--- config.mk ---
export PLATFORM = sky130hd
export DESIGN_NAME = afc_frontend_ctrl
export DESIGN_NICKNAME = d
export VERILOG_FILES = /design/src/verilog/afc_frontend_ctrl.v
export VERILOG_INCLUDE_DIRS = /design/src /design/src/verilog
export SDC_FILE = /design/constraint.sdc
export NUM_CORES = 1
export LEC_CHECK = 0
export ABC_AREA = 0
export BUFFER_PORTS_ARGS = -buffer_cell sky130_fd_sc_hd__buf_2
export CAP_MARGIN = 0
export CORE_ASPECT_RATIO = 1.5
export CORE_UTILIZATION = 64
export DETAILED_ROUTE_END_ITERATION = 8
export PLACE_DENSITY_LB_ADDON = 0.3
export SLEW_MARGIN = 20
export SYNTH_ARGS = -nofsm -noshare
export SYNTH_HDL_FRONTEND = slang
export SYNTH_SLANG_ARGS = --single-unit
--- constraint.sdc ---
create_clock -name mclk -period 11.6 [get_ports mclk]
set_input_delay 1.74 -clock mclk [delete_from_list [all_inputs] [get_ports mclk]]
set_output_delay 1.74 -clock mclk [all_outputs]
set_load 0.02 [all_outputs]
--- src/verilog/afc_defs.vh ---
// constants and register map for the converter front-end control block
// Behaviour
// - bypass flag with gain 1, 2 or 4 powers down amplifier and routes around it
// - routes 1000..1011 tie negative input to supply; amplifier always bypassed there
// - under forced bypass any gain above 4 is applied as 4
// - amplifier off: gains 1, 2, 4 come from buffered switched-capacitor stage
// - two-bit field picks internal 2.048 V, external pair or analog supply reference
// - reference selection resets to internal reference
// - internal reference settled within 25 us after power-up, wake or switch-back
// - external reference selection enables reference input buffers
// - modulator clock is oscillator divided by four
// - normal mode: oscillator 1.024 MHz, modulator 256 kHz
// - turbo mode: oscillator 2.048 MHz, modulator 512 kHz
// - linear-phase FIR filters and decimates modulator bitstream into samples
// - filter follows data rate; every output settled after one conversion
// - data rate and notches scale with oscillator clock
// - three-bit gain code selects 1..128; above 4 also uses amplifier
// - four-bit route field selects inputs, some tie negative input to supply
`ifndef AFC_DEFS_VH
`define AFC_DEFS_VH
`define AFC_ADDR_CFG     4'h0
`define AFC_ADDR_RATE    4'h4
`define AFC_ADDR_STAT    4'h8
`define AFC_ADDR_DATA    4'hC
`define AFC_GAIN_LSB     0
`define AFC_GAIN_MSB     2
`define AFC_BYP_BIT      3
`define AFC_ROUTE_LSB    4
`define AFC_ROUTE_MSB    7
`define AFC_REF_LSB      8
`define AFC_REF_MSB      9
`define AFC_TURBO_BIT    10
`define AFC_PDN_BIT      11
`define AFC_CFG_RST      32'h0000_0000
`define AFC_REF_INT      2'h0
`define AFC_REF_EXT      2'h1
`define AFC_REF_SUP0     2'h2
`define AFC_REF_SUP1     2'h3
`define AFC_GAIN4        3'h2
`define AFC_ROUTE_SE_LO  4'h8
`define AFC_ROUTE_SE_HI  4'hB
`define AFC_CLK_MHZ      40
`define AFC_REF_SETTLE_NS 25000
`define AFC_CLK_NS       25
`define AFC_OSC_NORM_HZ  1024000
`define AFC_OSC_TURBO_HZ 2048000
`define AFC_MCLK_HZ      40000000
`define AFC_PH_W         32
`define AFC_MOD_DIV      2
`define AFC_DEC_RST      16'h0040
`define AFC_STEP_NORM    32'h068D_B8BB
`define AFC_STEP_TURBO   32'h0D1B_7175
`define AFC_SETTLE_ARM   32'hFFFF_FFFF
`define AFC_CFG_MASK     32'h0000_0FFF
`define AFC_RESP_OKAY    2'h0
`define AFC_RESP_SLVERR  2'h2
`endif

--- src/verilog/afc_frontend_ctrl.v ---
// converter front-end control: amplifier bypass, reference, oscillator, decimating filter
`timescale 1ns/10ps
`include "afc_defs.vh"
module afc_frontend_ctrl (
	input  wire        mclk,
	input  wire        sys_rst,
	input  wire [3:0]  s_axi_awaddr,
	input  wire        s_axi_awvalid,
	output wire        s_axi_awready,
	input  wire [31:0] s_axi_wdata,
	input  wire [3:0]  s_axi_wstrb,
	input  wire        s_axi_wvalid,
	output wire        s_axi_wready,
	output reg  [1:0]  s_axi_bresp,
	output reg         s_axi_bvalid,
	input  wire        s_axi_bready,
	input  wire [3:0]  s_axi_araddr,
	input  wire        s_axi_arvalid,
	output wire        s_axi_arready,
	output reg  [31:0] s_axi_rdata,
	output reg  [1:0]  s_axi_rresp,
	output reg         s_axi_rvalid,
	input  wire        s_axi_rready,
	input  wire        modBit,
	output reg         oscClk,
	output reg         modulatorRate,
	output wire [2:0]  effGainCode,
	output wire        ampEnable,
	output wire        ampRouteAround,
	output wire [2:0]  scapGainCode,
	output wire        scapBufEnable,
	output wire [1:0]  refSelect,
	output wire        refBufEnable,
	output wire        refSettled,
	output reg  [15:0] sampleData,
	output reg         sampleValid
);
	localparam [31:0] SETTLE_CYC = (`AFC_REF_SETTLE_NS + `AFC_CLK_NS - 1) / `AFC_CLK_NS;
	// phase step = 2^32 * fosc / fmclk: accumulator msb is the oscillator square wave
	localparam [31:0] STEP_NORM  = `AFC_STEP_NORM;
	localparam [31:0] STEP_TURBO = `AFC_STEP_TURBO;
	localparam [2:0] ST_IDLE = 3'b001;
	localparam [2:0] ST_RUN  = 3'b010;
	localparam [2:0] ST_DONE = 3'b100;

	reg  [31:0] cfg_r;
	reg  [15:0] decim_r;
	reg  [3:0]  awAddr_r;
	reg         awHave_r;
	reg  [31:0] wData_r;
	reg  [3:0]  wStrb_r;
	reg         wHave_r;
	reg  [31:0] settleCnt_r;
	reg  [1:0]  prevRef_r;
	reg         prevPdn_r;
	reg  [31:0] phase_r;
	reg         oscPrev_r;
	reg  [1:0]  modDiv_r;
	reg         modPrev_r;
	reg  [2:0]  state_r;
	reg  [2:0]  state_nxt;
	reg  [15:0] tapIdx_r;
	reg  [31:0] acc_r;
	reg         overrun_r;

	wire [2:0]  gainCode = cfg_r[`AFC_GAIN_MSB:`AFC_GAIN_LSB];
	wire [3:0]  route    = cfg_r[`AFC_ROUTE_MSB:`AFC_ROUTE_LSB];
	wire        bypFlag  = cfg_r[`AFC_BYP_BIT];
	wire        turbo    = cfg_r[`AFC_TURBO_BIT];
	wire        pdn      = cfg_r[`AFC_PDN_BIT];

	// combinational gain path so a config write applies as soon as cfg_r updates
	wire seRoute   = (route >= `AFC_ROUTE_SE_LO) && (route <= `AFC_ROUTE_SE_HI);
	wire lowGain   = (gainCode <= `AFC_GAIN4);
	wire userByp   = bypFlag && lowGain;
	wire forcedByp = seRoute;
	wire anyByp    = userByp || forcedByp;
	// forced bypass cannot reach high gains without the amplifier, so clamp
	wire clampGain = forcedByp && !lowGain;

	assign effGainCode    = clampGain ? `AFC_GAIN4 : gainCode;
	assign ampEnable      = !anyByp;
	assign ampRouteAround = anyByp;
	// scap stage carries gains up to 4; amplifier gives the rest
	assign scapGainCode   = (lowGain || clampGain) ? effGainCode : `AFC_GAIN4;
	assign scapBufEnable  = !ampEnable;

	assign refSelect    = cfg_r[`AFC_REF_MSB:`AFC_REF_LSB];
	assign refBufEnable = (refSelect == `AFC_REF_EXT);
	assign refSettled   = (settleCnt_r == 32'h0000_0000);

	// axi4-lite write: address and data taken in either order
	assign s_axi_awready = !awHave_r && !s_axi_bvalid;
	assign s_axi_wready  = !wHave_r && !s_axi_bvalid;
	assign s_axi_arready = !s_axi_rvalid;
	wire awTake  = s_axi_awvalid && s_axi_awready;
	wire wTake   = s_axi_wvalid && s_axi_wready;
	wire arTake  = s_axi_arvalid && s_axi_arready;
	wire doWrite = awHave_r && wHave_r && !s_axi_bvalid;
	wire wrCfg   = doWrite && (awAddr_r[3:2] == `AFC_ADDR_CFG >> 2);
	wire wrRate  = doWrite && (awAddr_r[3:2] == `AFC_ADDR_RATE >> 2);
	wire wrOk    = doWrite && (awAddr_r[3:2] <= `AFC_ADDR_RATE >> 2);

	// byte-lane merge for both writable words; lanes without a strobe keep old bits
	wire [31:0] rateOld = {16'h0000, decim_r};
	wire [31:0] cfgMerged;
	wire [31:0] rateMerged;
	genvar lane;
	generate
		for (lane = 0; lane < 4; lane = lane + 1) begin : g_lane
			assign cfgMerged[lane*8 +: 8]  = wStrb_r[lane] ? wData_r[lane*8 +: 8] :
			                                 cfg_r[lane*8 +: 8];
			assign rateMerged[lane*8 +: 8] = wStrb_r[lane] ? wData_r[lane*8 +: 8] :
			                                 rateOld[lane*8 +: 8];
		end
	endgenerate
	// a zero ratio would stall the filter, so such a write is dropped
	wire rateZero = (rateMerged[15:0] == 16'h0000);

	// address half held until its data partner arrives
	always @(posedge mclk or posedge sys_rst) begin
		if (sys_rst) begin
			awHave_r <= 1'b0;
			awAddr_r <= 4'h0;
		end else if (doWrite) begin
			awHave_r <= 1'b0;
		end else if (awTake) begin
			awHave_r <= 1'b1;
			awAddr_r <= s_axi_awaddr;
		end
	end

	// data half held until its address partner arrives
	always @(posedge mclk or posedge sys_rst) begin
		if (sys_rst) begin
			wHave_r <= 1'b0;
			wData_r <= 32'h0000_0000;
			wStrb_r <= 4'h0;
		end else if (doWrite) begin
			wHave_r <= 1'b0;
		end else if (wTake) begin
			wHave_r <= 1'b1;
			wData_r <= s_axi_wdata;
			wStrb_r <= s_axi_wstrb;
		end
	end

	// response: unmapped or read-only words answer with an error and change nothing
	always @(posedge mclk or posedge sys_rst) begin
		if (sys_rst) begin
			s_axi_bvalid <= 1'b0;
			s_axi_bresp  <= `AFC_RESP_OKAY;
		end else if (doWrite) begin
			s_axi_bvalid <= 1'b1;
			s_axi_bresp  <= wrOk ? `AFC_RESP_OKAY : `AFC_RESP_SLVERR;
		end else if (s_axi_bvalid && s_axi_bready) begin
			s_axi_bvalid <= 1'b0;
		end
	end

	always @(posedge mclk or posedge sys_rst) begin
		if (sys_rst)
			cfg_r <= `AFC_CFG_RST;
		else if (wrCfg)
			cfg_r <= cfgMerged;
	end

	always @(posedge mclk or posedge sys_rst) begin
		if (sys_rst)
			decim_r <= `AFC_DEC_RST;
		else if (wrRate && !rateZero)
			decim_r <= rateMerged[15:0];
	end

	wire [31:0] statusWord = {24'h00_0000, overrun_r, refSettled, refBufEnable,
	                          ampRouteAround, ampEnable, effGainCode};

	// read handshake: reads never fail
	always @(posedge mclk or posedge sys_rst) begin
		if (sys_rst) begin
			s_axi_rvalid <= 1'b0;
			s_axi_rresp  <= `AFC_RESP_OKAY;
		end else if (arTake) begin
			s_axi_rvalid <= 1'b1;
			s_axi_rresp  <= `AFC_RESP_OKAY;
		end else if (s_axi_rvalid && s_axi_rready) begin
			s_axi_rvalid <= 1'b0;
		end
	end

	// data captured only when an address is taken, so it stands while rvalid does
	always @(posedge mclk or posedge sys_rst) begin
		if (sys_rst) begin
			s_axi_rdata <= 32'h0000_0000;
		end else if (arTake) begin
			case (s_axi_araddr[3:2])
				`AFC_ADDR_CFG >> 2:  s_axi_rdata <= cfg_r & `AFC_CFG_MASK;
				`AFC_ADDR_RATE >> 2: s_axi_rdata <= rateOld;
				`AFC_ADDR_STAT >> 2: s_axi_rdata <= statusWord;
				default:             s_axi_rdata <= {16'h0000, sampleData};
			endcase
		end
	end

	// previous-cycle copies for wake and switch-back detection
	always @(posedge mclk or posedge sys_rst) begin
		if (sys_rst) begin
			prevRef_r <= `AFC_REF_INT;
			prevPdn_r <= 1'b0;
		end else begin
			prevRef_r <= refSelect;
			prevPdn_r <= pdn;
		end
	end

	wire wakeEvt    = prevPdn_r && !pdn;
	wire switchBack = (prevRef_r != `AFC_REF_INT) && (refSelect == `AFC_REF_INT);

	// timer armed by reset, restarted on wake or switch-back; a restart beats the countdown
	always @(posedge mclk or posedge sys_rst) begin
		if (sys_rst)
			settleCnt_r <= `AFC_SETTLE_ARM;
		else if (settleCnt_r == `AFC_SETTLE_ARM || wakeEvt || switchBack)
			settleCnt_r <= SETTLE_CYC;
		else if (settleCnt_r != 32'h0000_0000)
			settleCnt_r <= settleCnt_r - 32'h0000_0001;
	end

	wire [31:0] phaseStep = turbo ? STEP_TURBO : STEP_NORM;

	// accumulator halts in power-down; every rate downstream scales with the step
	always @(posedge mclk or posedge sys_rst) begin
		if (sys_rst)
			phase_r <= 32'h0000_0000;
		else if (!pdn)
			phase_r <= phase_r + phaseStep;
	end

	// edges jitter by one mclk; only the average frequency is exact
	always @(posedge mclk or posedge sys_rst) begin
		if (sys_rst) begin
			oscClk    <= 1'b0;
			oscPrev_r <= 1'b0;
		end else begin
			oscClk    <= phase_r[31];
			oscPrev_r <= oscClk;
		end
	end

	wire oscRise = oscClk && !oscPrev_r;

	// divide by four: toggle on every second oscillator rise
	always @(posedge mclk or posedge sys_rst) begin
		if (sys_rst) begin
			modDiv_r      <= 2'h0;
			modulatorRate <= 1'b0;
			modPrev_r     <= 1'b0;
		end else begin
			modPrev_r <= modulatorRate;
			if (oscRise) begin
				modDiv_r <= modDiv_r + 2'h1;
				if (modDiv_r[0])
					modulatorRate <= ~modulatorRate;
			end
		end
	end

	wire modTick = modulatorRate && !modPrev_r;
	// a ratio shortened mid-window ends it at the next tick instead of wrapping
	wire windowEnd = modTick && (tapIdx_r >= decim_r - 16'h0001);

	// boxcar FIR over one conversion: linear phase, restarts every output so no history
	always @* begin
		state_nxt = state_r;
		case (state_r)
			ST_IDLE: if (!pdn) state_nxt = ST_RUN;
			ST_RUN: begin
				if (pdn)
					state_nxt = ST_IDLE;
				else if (windowEnd)
					state_nxt = ST_DONE;
			end
			ST_DONE: state_nxt = pdn ? ST_IDLE : ST_RUN;
			default: state_nxt = ST_IDLE;
		endcase
	end

	always @(posedge mclk or posedge sys_rst) begin
		if (sys_rst)
			state_r <= ST_IDLE;
		else
			state_r <= state_nxt;
	end

	// tap counter and running sum of the modulator bits in this window
	always @(posedge mclk or posedge sys_rst) begin
		if (sys_rst) begin
			tapIdx_r <= 16'h0000;
			acc_r    <= 32'h0000_0000;
		end else begin
			case (state_r)
				ST_RUN: if (modTick) begin
					acc_r    <= acc_r + {31'h0000_0000, modBit};
					tapIdx_r <= tapIdx_r + 16'h0001;
				end
				default: begin
					// fresh window per output: no history, settled after one conversion
					acc_r    <= 32'h0000_0000;
					tapIdx_r <= 16'h0000;
				end
			endcase
		end
	end

	// output word, one-cycle valid and sticky overrun flag
	always @(posedge mclk or posedge sys_rst) begin
		if (sys_rst) begin
			sampleData  <= 16'h0000;
			sampleValid <= 1'b0;
			overrun_r   <= 1'b0;
		end else begin
			sampleValid <= (state_r == ST_DONE);
			if (state_r == ST_DONE) begin
				sampleData <= acc_r[15:0];
				overrun_r  <= !refSettled || overrun_r;
			end
		end
	end
endmodule // afc_frontend_ctrl
* Word-level counts from Yosys, hierarchy flattened
Cells that the tools add are included.
Storage, ports and cells: flip-flop bits (word level) 230, bits in latches 0, RAM bits 0, ROM bits 0, input bits 52, output and inout port bits 73, logic and storage cells 132, memories kept 0
Operators by class: add/subtract/negate cells 6, $mul 0, div/mod/pow operators 0, magnitude comparators 5, eq/ne operators 11, shifts and indexed selects 0, mux-type cells 26, bitwise gates (word level) 2, reduce and logical (&&, ||, !) cells 55
Operators with widths (count):
- two-way mux 32 bit | 4
- case mux 16 bit (3 select lines) | 1
- adder 32 x 1 -> 32 bit | 1
- adder 32 x 28 -> 32 bit | 1
- equality test 32 bit (second input constant) | 1
- zero test 32 bit | 1
- two-way mux 16 bit | 2
- nonzero test 32 bit | 1
- subtractor 32 x 1 -> 32 bit (second input constant) | 1
- two-way mux 28 bit | 1
- logical AND 1 bit | 21
- adder 16 x 1 -> 16 bit (second input constant) | 1
- >= comparator 16 bit | 1
- zero test 16 bit | 1
- two-way mux 8 bit | 2
- subtractor 16 x 1 -> 16 bit (second input constant) | 1
- two-way mux 3 bit | 5
- AND reduction 2 bit | 6
- nonzero test 2 bit | 6
- zero test 1 bit | 11
- case mux 3 bit (3 select lines) | 1
- two-way mux 1 bit | 8
- equality test 2 x 1 -> 1 bit (second input constant) | 3
- zero test 2 bit | 3
- 14 further kinds | 21

* Longest topological paths before layout
Gate-level depths: netlist (run 1).
word-level depth 6, gate-level depth with buffers 12, gate-level depth less buffers 12

* Least setup slack after synthesis (run 1)
No wires, ideal clock.
kind reg2out, start point register settleCnt_r[11], end point output refSettled, data arrival time 1.758 ns, setup slack 8.102 ns, cell stages (with the launch flop) 5, buffers on the path 0, path through dfstp_2 > or4_1 > nor4_4 > nand4_2 > inv_1
Between the ends: longest elaborated chain between the ends 1
Ends and longest elaborated chain:
- from (decl) | line afc_frontend_ctrl.v:53 | reg [31:0] settleCnt_r;
- from (signal assigned) | line afc_frontend_ctrl.v:222 | settleCnt_r <= `AFC_SETTLE_ARM;
- from (signal assigned) | line afc_frontend_ctrl.v:226 | settleCnt_r <= settleCnt_r - 32'h0000_0001;
- zero test 32 bit | line afc_frontend_ctrl.v:90 | assign refSettled = (settleCnt_r == 32'h0000_0000);
- to (decl) | line afc_frontend_ctrl.v:34 | output wire refSettled,
No other way between the ends.

* Final worst setup path (run 1)
start point register settleCnt_r[2], end point output refSettled
Same word-level chain as after synthesis.

==> run_results.csv, run 1 <==
group,metric,value,unit
place,place_ws,7.16,ns
logic_synthesis,async_flop_share,100,%
sta,final-max-slew-violation-count,0,
logic_synthesis,synth-seq-area-share,45.6,%
setup_path,cp_data_arrival_time,3.26,ns
die,placementRows,57,
sta,relSlewSlack,38.2,%
cts,ctsResizeCount,0,
sta,fmax,200,MHz
place,portBuffers,82,
sta,finalSetupViolCount,0,
global_routing,grt_pass1_wl,39.3,mm
logic_synthesis,synth_edf_count,0,
cts,root_buffer,"clkbuf_16",
sta,tightest_slew,0.922,ns
logic_synthesis,synth_flop_cell,"dfrtp_1",
place,gp_congestion,0.895,
setup_path,slowest_delay,0.75,ns
logic_synthesis,synth_cells,1055,
drt,drtPass1Iterations,4,
global_routing,grt.overflow.total,0,
cts,cts_made_buffers,17,
logic_synthesis,synth.distinct_cells,75,
drt,dr_total_vias,8168,
cts,numClockSinks,194,
die,dieHeight,161,um
drt,drt-wirelength-per-cell,17.5,um
die,core-area,0.0163,mm^2
logic_synthesis,synth_commonest_cells,"dfrtp_1 (160), nor2_1 (111), nand2_1 (95)",
drt,drc_errors,0,
cts,cts_htree_levels,4,
power,vdd_drop_max,0.150,mV
setup_path,crit_family,"simple AND/OR/NAND/NOR gates",
global_routing,grt_max_degree,113,
setup_path,worst-path-buf-inv,2,
drt,routed_wl,23.3,mm
cells_and_area,drive_gt1_share,22.1,%
job,drv_cap,0,
cts,cts_tree,"yes",
setup_path,worstPathRequired,9.86,ns
logic_synthesis,synth.largest_area_cell,"dfrtp_1",
sta,grt_setup_unrepaired,"false",
setup_path,crit_type,"register to primary output",
sta,hold_viol,0,
sta,clock_skew,0.0118,ns
die,initial_utilization,65.8,%
drt,drtIter0Drc,523,
die,die-area,0.0173,mm^2
global_routing,grtUsageTotal,29.1,%
power,powerDensity,261,mW/mm^2
setup_path,crit_fanout,16,
cts,clk_pin_slew,0.07,ns
sta,setup_slack,6.60,ns
cts,cts_buffer_depth,2,
drt,ant_nets,0,
die,die_x,108,um
place,dp_hpwl,16.5,mm
sta,finalSetupTns,0,ns
die,pin_count,125,
cts,clk_latency,0.44,ns
status,status,"completed",
logic_synthesis,synth_area_leaders,"dfrtp_1 (37%), dfstp_2 (8.3%), mux2_2 (7.1%)",
sta,min_period,5.00,ns
drt,via_per_inst,6.12,
cells_and_area,diodes,0,
global_routing,antenna_found_initial,0,
cells_and_area,area_delta_synth_final,9.85,%
setup_path,cp-start-kind,"register",
logic_synthesis,syn-cell-area,0.0107,mm^2
setup_path,cp_cell_sequence,"or4_4 -> nor4_4 -> nand4_2 -> inv_1 -> buf_2",
setup_path,crit_path_end_kind,"primary output",
sta,period_share,43.1,%
logic_synthesis,ys_warn_count,0,
cts,postCtsSetupBuffers,0,
power,power.leakage,5.19,nW
global_routing,grt_pass1_vias,8150,
logic_synthesis,synth.most_common_cell,"dfrtp_1",
logic_synthesis,yosys_register_bits,194,
logic_synthesis,avgSynthCellArea,10.2,um^2
sta,hold_slack,0.415,ns
logic_synthesis,yosysTopAreaCellShare,37.3,%
worst_hold_path,hold_class,"register to register",
cts,cts-hold-fix-buffers,0,
setup_path,critical-path-slowest-cell,"nor4_4",
cells_and_area,fin_nets,1207,
-- worst register-to-register path: stages, from the launching register on --
cell and delay (ns):
dfrtp_1 0.47, or4_1 0.59, nor4_1 0.49, nand2_1 0.21, nor3_1 0.22, xnor2_1 0.11
ha_1 0.33, nand4_1 0.12, or4_1 0.54, o211ai_1 0.26, a21oi_1 0.11, o31a_1 0.27
-- cell families after synthesis --
| kind of cell | count (synthesis) | synth area share (%) |
|---|---|---|
| buf+inv | 85 | 3.87 |
| other cells | 1 | 0.0349 |
| compound gates | 160 | 9.74 |
| mux | 85 | 9.29 |
| xor+xnor | 89 | 7.26 |
| flops | 194 | 45.6 |
| simple gates | 402 | 19.6 |
| fa+ha+maj | 39 | 4.61 |
-- worst paths after layout --
kind / startpoint / endpoint / slack [ns] / depth (start not counted)
min reg2reg: phase_r[31] / oscClk / 0.42 / 0
max reg2reg: decim_r[3] / state_r[1] / 7.77 / 11
max in group asynchronous: sys_rst / phase_r[12] / 8.93 / 3
min: phase_r[31] / oscClk / 0.42 / 0
min in group asynchronous: sys_rst / s_axi_bresp[1] / 1.43 / 2
max: settleCnt_r[2] / refSettled / 6.60 / 5
-- per-stage QoR --
step	instances	total power (W)	util (%)	area [um^2]
after CTS	1335	0.00308	72.2	11800
after global placement	1303	0.00243	68.5	11200
after floorplan	1074	0.00214	-	10800
final	1335	0.00308	72.3	11800
after detailed placement	1303	0.00247	68.5	11200
after global routing	1335	0.00332	72.3	11800
-- power breakdown --
group	internal, W	switching (W)	leakage, nW	total [W]
Sequential	0.000889	0.000235	2.40	0.00112
Clock	0.000348	0.000256	0.298	0.000604
Combinational	0.000579	0.000770	2.49	0.00135
Total	0.00182	0.00126	5.19	0.00308
-- cells in the final DEF, fill, tap and decap left out, types with 6 or more instances in the layout --
| cell | synthesis | routed |
|---|---|---|
| dfrtp_1 | 160 | 160 |
| nor2_1 | 111 | 111 |
| nand2_1 | 95 | 95 |
| buf_2 | 2 | 82 |
| mux2_2 | 68 | 68 |
| o21ai_0 | 47 | 47 |
| xnor2_1 | 45 | 45 |
| xor2_1 | 44 | 44 |
| ha_1 | 38 | 38 |
| a21oi_1 | 36 | 36 |
| dfstp_2 | 34 | 34 |
| nand3_1 | 29 | 29 |
| nand4_1 | 25 | 25 |
| nor3_1 | 21 | 21 |
| inv_1 | 21 | 20 |
| conb_1 | 1 | 20 |
| nor4_1 | 17 | 17 |
| clkbuf_16 | 0 | 17 |
| nand2b_1 | 13 | 13 |
| or4_1 | 13 | 13 |
| nor2b_1 | 13 | 12 |
| mux2i_1 | 12 | 12 |
| and3_1 | 10 | 10 |
| a31oi_1 | 10 | 10 |
| a211oi_1 | 9 | 9 |
| nand3b_1 | 7 | 7 |
| or3_1 | 7 | 7 |
| o211ai_1 | 7 | 7 |
| a21o_1 | 7 | 7 |
| nand4b_1 | 6 | 6 |
-- flip-flops by register name, summed over array words and instances, names as in the netlist, 2 cells and up --
signal	count
sampleData	16
wData_r	16
cfg_r	12
phase_r	32
prevRef_r	2
state_r	3
acc_r	16
awAddr_r	2
s_axi_rdata	16
settleCnt_r	32
tapIdx_r	16
decim_r	16
wStrb_r	2
-- cell type report --
type                    instances  area [um^2]
clock inverters                11          151
fillers                      1196         4530
inverters                      22         90.1
repair buffers                 86          444
well taps                     206          258
flip-flops and latches        194         4900
multi-input cells             795         5510
clock buffers                  21          450
-- per-layer routing --
metal	up-vias	track usage (%)	share of wire, %
met3	56	4.30	3.3
met1	4040	34.1	41
met2	203	51.7	52
met5	-	0	0
li1	3869	-	-
met4	0	13.5	3.5
No activity file was read; power rests on OpenSTA's default activity.
==> run 2: changes to the inputs <==
--- a/config.mk
+++ b/config.mk
@@ -10,7 +10,7 @@
 export BUFFER_PORTS_ARGS = -buffer_cell sky130_fd_sc_hd__buf_2
 export CAP_MARGIN = 0
 export CORE_ASPECT_RATIO = 1.5
-export CORE_UTILIZATION = 64
+export CORE_UTILIZATION = 53
 export DETAILED_ROUTE_END_ITERATION = 8
 export PLACE_DENSITY_LB_ADDON = 0.3
 export SLEW_MARGIN = 20
==> constraint.sdc (replaced) <==
create_clock -name mclk -period 4.2 [get_ports mclk]
set_input_delay 0.63 -clock mclk [delete_from_list [all_inputs] [get_ports mclk]]
set_output_delay 0.63 -clock mclk [all_outputs]
set_load 0.02 [all_outputs]
==> run_results.csv, run 2 (synthesis gave the netlist of run 1 again) <==
group,metric,value,unit
cells_and_area,final_cell_mix,"dfrtp_1 (160), nor2_1 (111), nand2_1 (95), buf_2 (82), mux2_2 (68)",
setup_path,cp-start-kind,"register",
setup_path,worstRegToRegCells,12,
sta,min_period,3.53,ns
sta,grt_setup_unrepaired,"false",
cts,cts_htree_levels,4,
place,dp_cells,1365,
drt,routed_wl,23.7,mm
setup_path,crit_path_end_kind,"register",
place,dp_hpwl,17.4,mm
worst_hold_path,hold_class,"input pin to async pin",
sta,relSlewSlack,35.7,%
cts,postCtsSetupBuffers,0,
die,die_x,118,um
drt,drtPass1Iterations,5,
cells_and_area,area_delta_synth_final,11.1,%
global_routing,grt_pass1_vias,8004,
cts,ctsResizeCount,0,
sta,period_share,84.1,%
place,portBuffers,82,
cells_and_area,fin_nets,1215,
global_routing,grt_pass1_wl,39.9,mm
cells_and_area,reg_top3,"phase_r x32, settleCnt_r x32",
global_routing,grtUsageTotal,24.1,%
drt,drc_errors,0,
cells_and_area,post-route-util,60.3,%
die,initial_utilization,54.3,%
drt,via_per_inst,5.74,
global_routing,grt.overflow.total,0,
job,drv_cap,0,
cts,cts-hold-fix-buffers,0,
sta,finalSetupTns,0,ns
power,vdd_drop_max,0.359,mV
die,placementRows,63,
cts,root_buffer,"clkbuf_16",
die,dieHeight,176,um
cts,numClockSinks,194,
cells_and_area,diodes,0,
sta,clock_skew,0.00865,ns
die,core-area,0.0198,mm^2
power,powerDensity,715,mW/mm^2
place,place_ws,0.707,ns
sta,setup_slack,0.668,ns
place,gp_congestion,0.865,
drt,dr_total_vias,8025,
setup_path,crit_type,"register to register",
drt,drtIter0Drc,492,
sta,hold_viol,0,
status,status,"completed",
setup_path,regToRegSetupSlack,0.67,ns
drt,ant_nets,0,
power,p_total,0.00853,W
power,power.leakage,5.22,nW
cts,clk_latency,0.44,ns
setup_path,cp_data_arrival_time,3.86,ns
setup_path,crit_fanout,6,
global_routing,grt_max_degree,54,
cts,cts_tree,"yes",
cells_and_area,final_common_cell,"dfrtp_1",
sta,finalSetupViolCount,0,
sta,fmax,283,MHz
setup_path,worstPathRequired,4.53,ns
sta,final-max-slew-violation-count,0,
setup_path,rr_startpoint,"decim_r[3]",
cells_and_area,stdcell_count,1397,
cells_and_area,fillCellCount,1666,
die,pin_count,125,
cts,clk_pin_slew,0.07,ns
cts,cts_made_buffers,17,
cells_and_area,drive_gt1_share,22.8,%
die,die-area,0.0209,mm^2
global_routing,antenna_found_initial,0,
drt,drt-wirelength-per-cell,17.0,um
setup_path,r2r-end,"state_r[1]",
sta,tightest_slew,0.960,ns
cts,cts_buffer_depth,2,
[run 2: how the worst max path moves through the flow]
stage	startpoint	end	cells after the start
global route	decim_r[3]	state_r[1]	12
floorplan	decim_r[3]	state_r[1]	11
global placement	decim_r[3]	state_r[1]	12
finish	decim_r[3]	state_r[1]	12
CTS	decim_r[3]	state_r[1]	12
detailed placement	decim_r[3]	state_r[1]	12
[run 2: critical path, cell delays in order (launching register included)]
cell      delay [ns]
dfrtp_1         0.45
or4_1           0.59
nor4_1          0.19
buf_4           0.17
nand2_1         0.09
nor3_1          0.19
xnor2_1         0.11
ha_1            0.33
nand4_1         0.12
or4_1           0.54
o211ai_1        0.27
a21oi_1         0.11
o31a_1          0.27
[run 2: where the power goes]
group	internal [W]	total, W	switching [W]
combinational	0.00161	0.00377	0.00216
clock	0.000935	0.00166	0.000729
sequential	0.00246	0.00309	0.000638
total	0.00501	0.00853	0.00353
[run 2: per-layer routing]
metal	share of wire [%]	track usage [%]	vias to the layer above
li1	-	-	3879
met1	40	27.4	3919
met2	53	44.7	184
met3	3.4	3.78	43
met4	3.1	10.1	0
met5	0	0	-
[run 2: cell type report]
cell class	instances	area [um^2]	area share (%)
Inverter	22	86.3	0.723
Sequential cell	194	4900	41.0
Tap cell	260	325	2.73
Multi-Input combinational cell	795	5510	46.2
Clock inverter	11	109	0.912
Timing Repair Buffer	94	500	4.19
Clock buffer	21	504	4.23
[run 2: per-stage QoR]
step                hold slack, ns  instance area [um^2]
CTS                          0.241                 11900
detailed placement           0.383                 11300
floorplan                    0.373                 10800
global placement             0.384                 11300
finish                       0.235                 11900
global route                 0.268                 11900
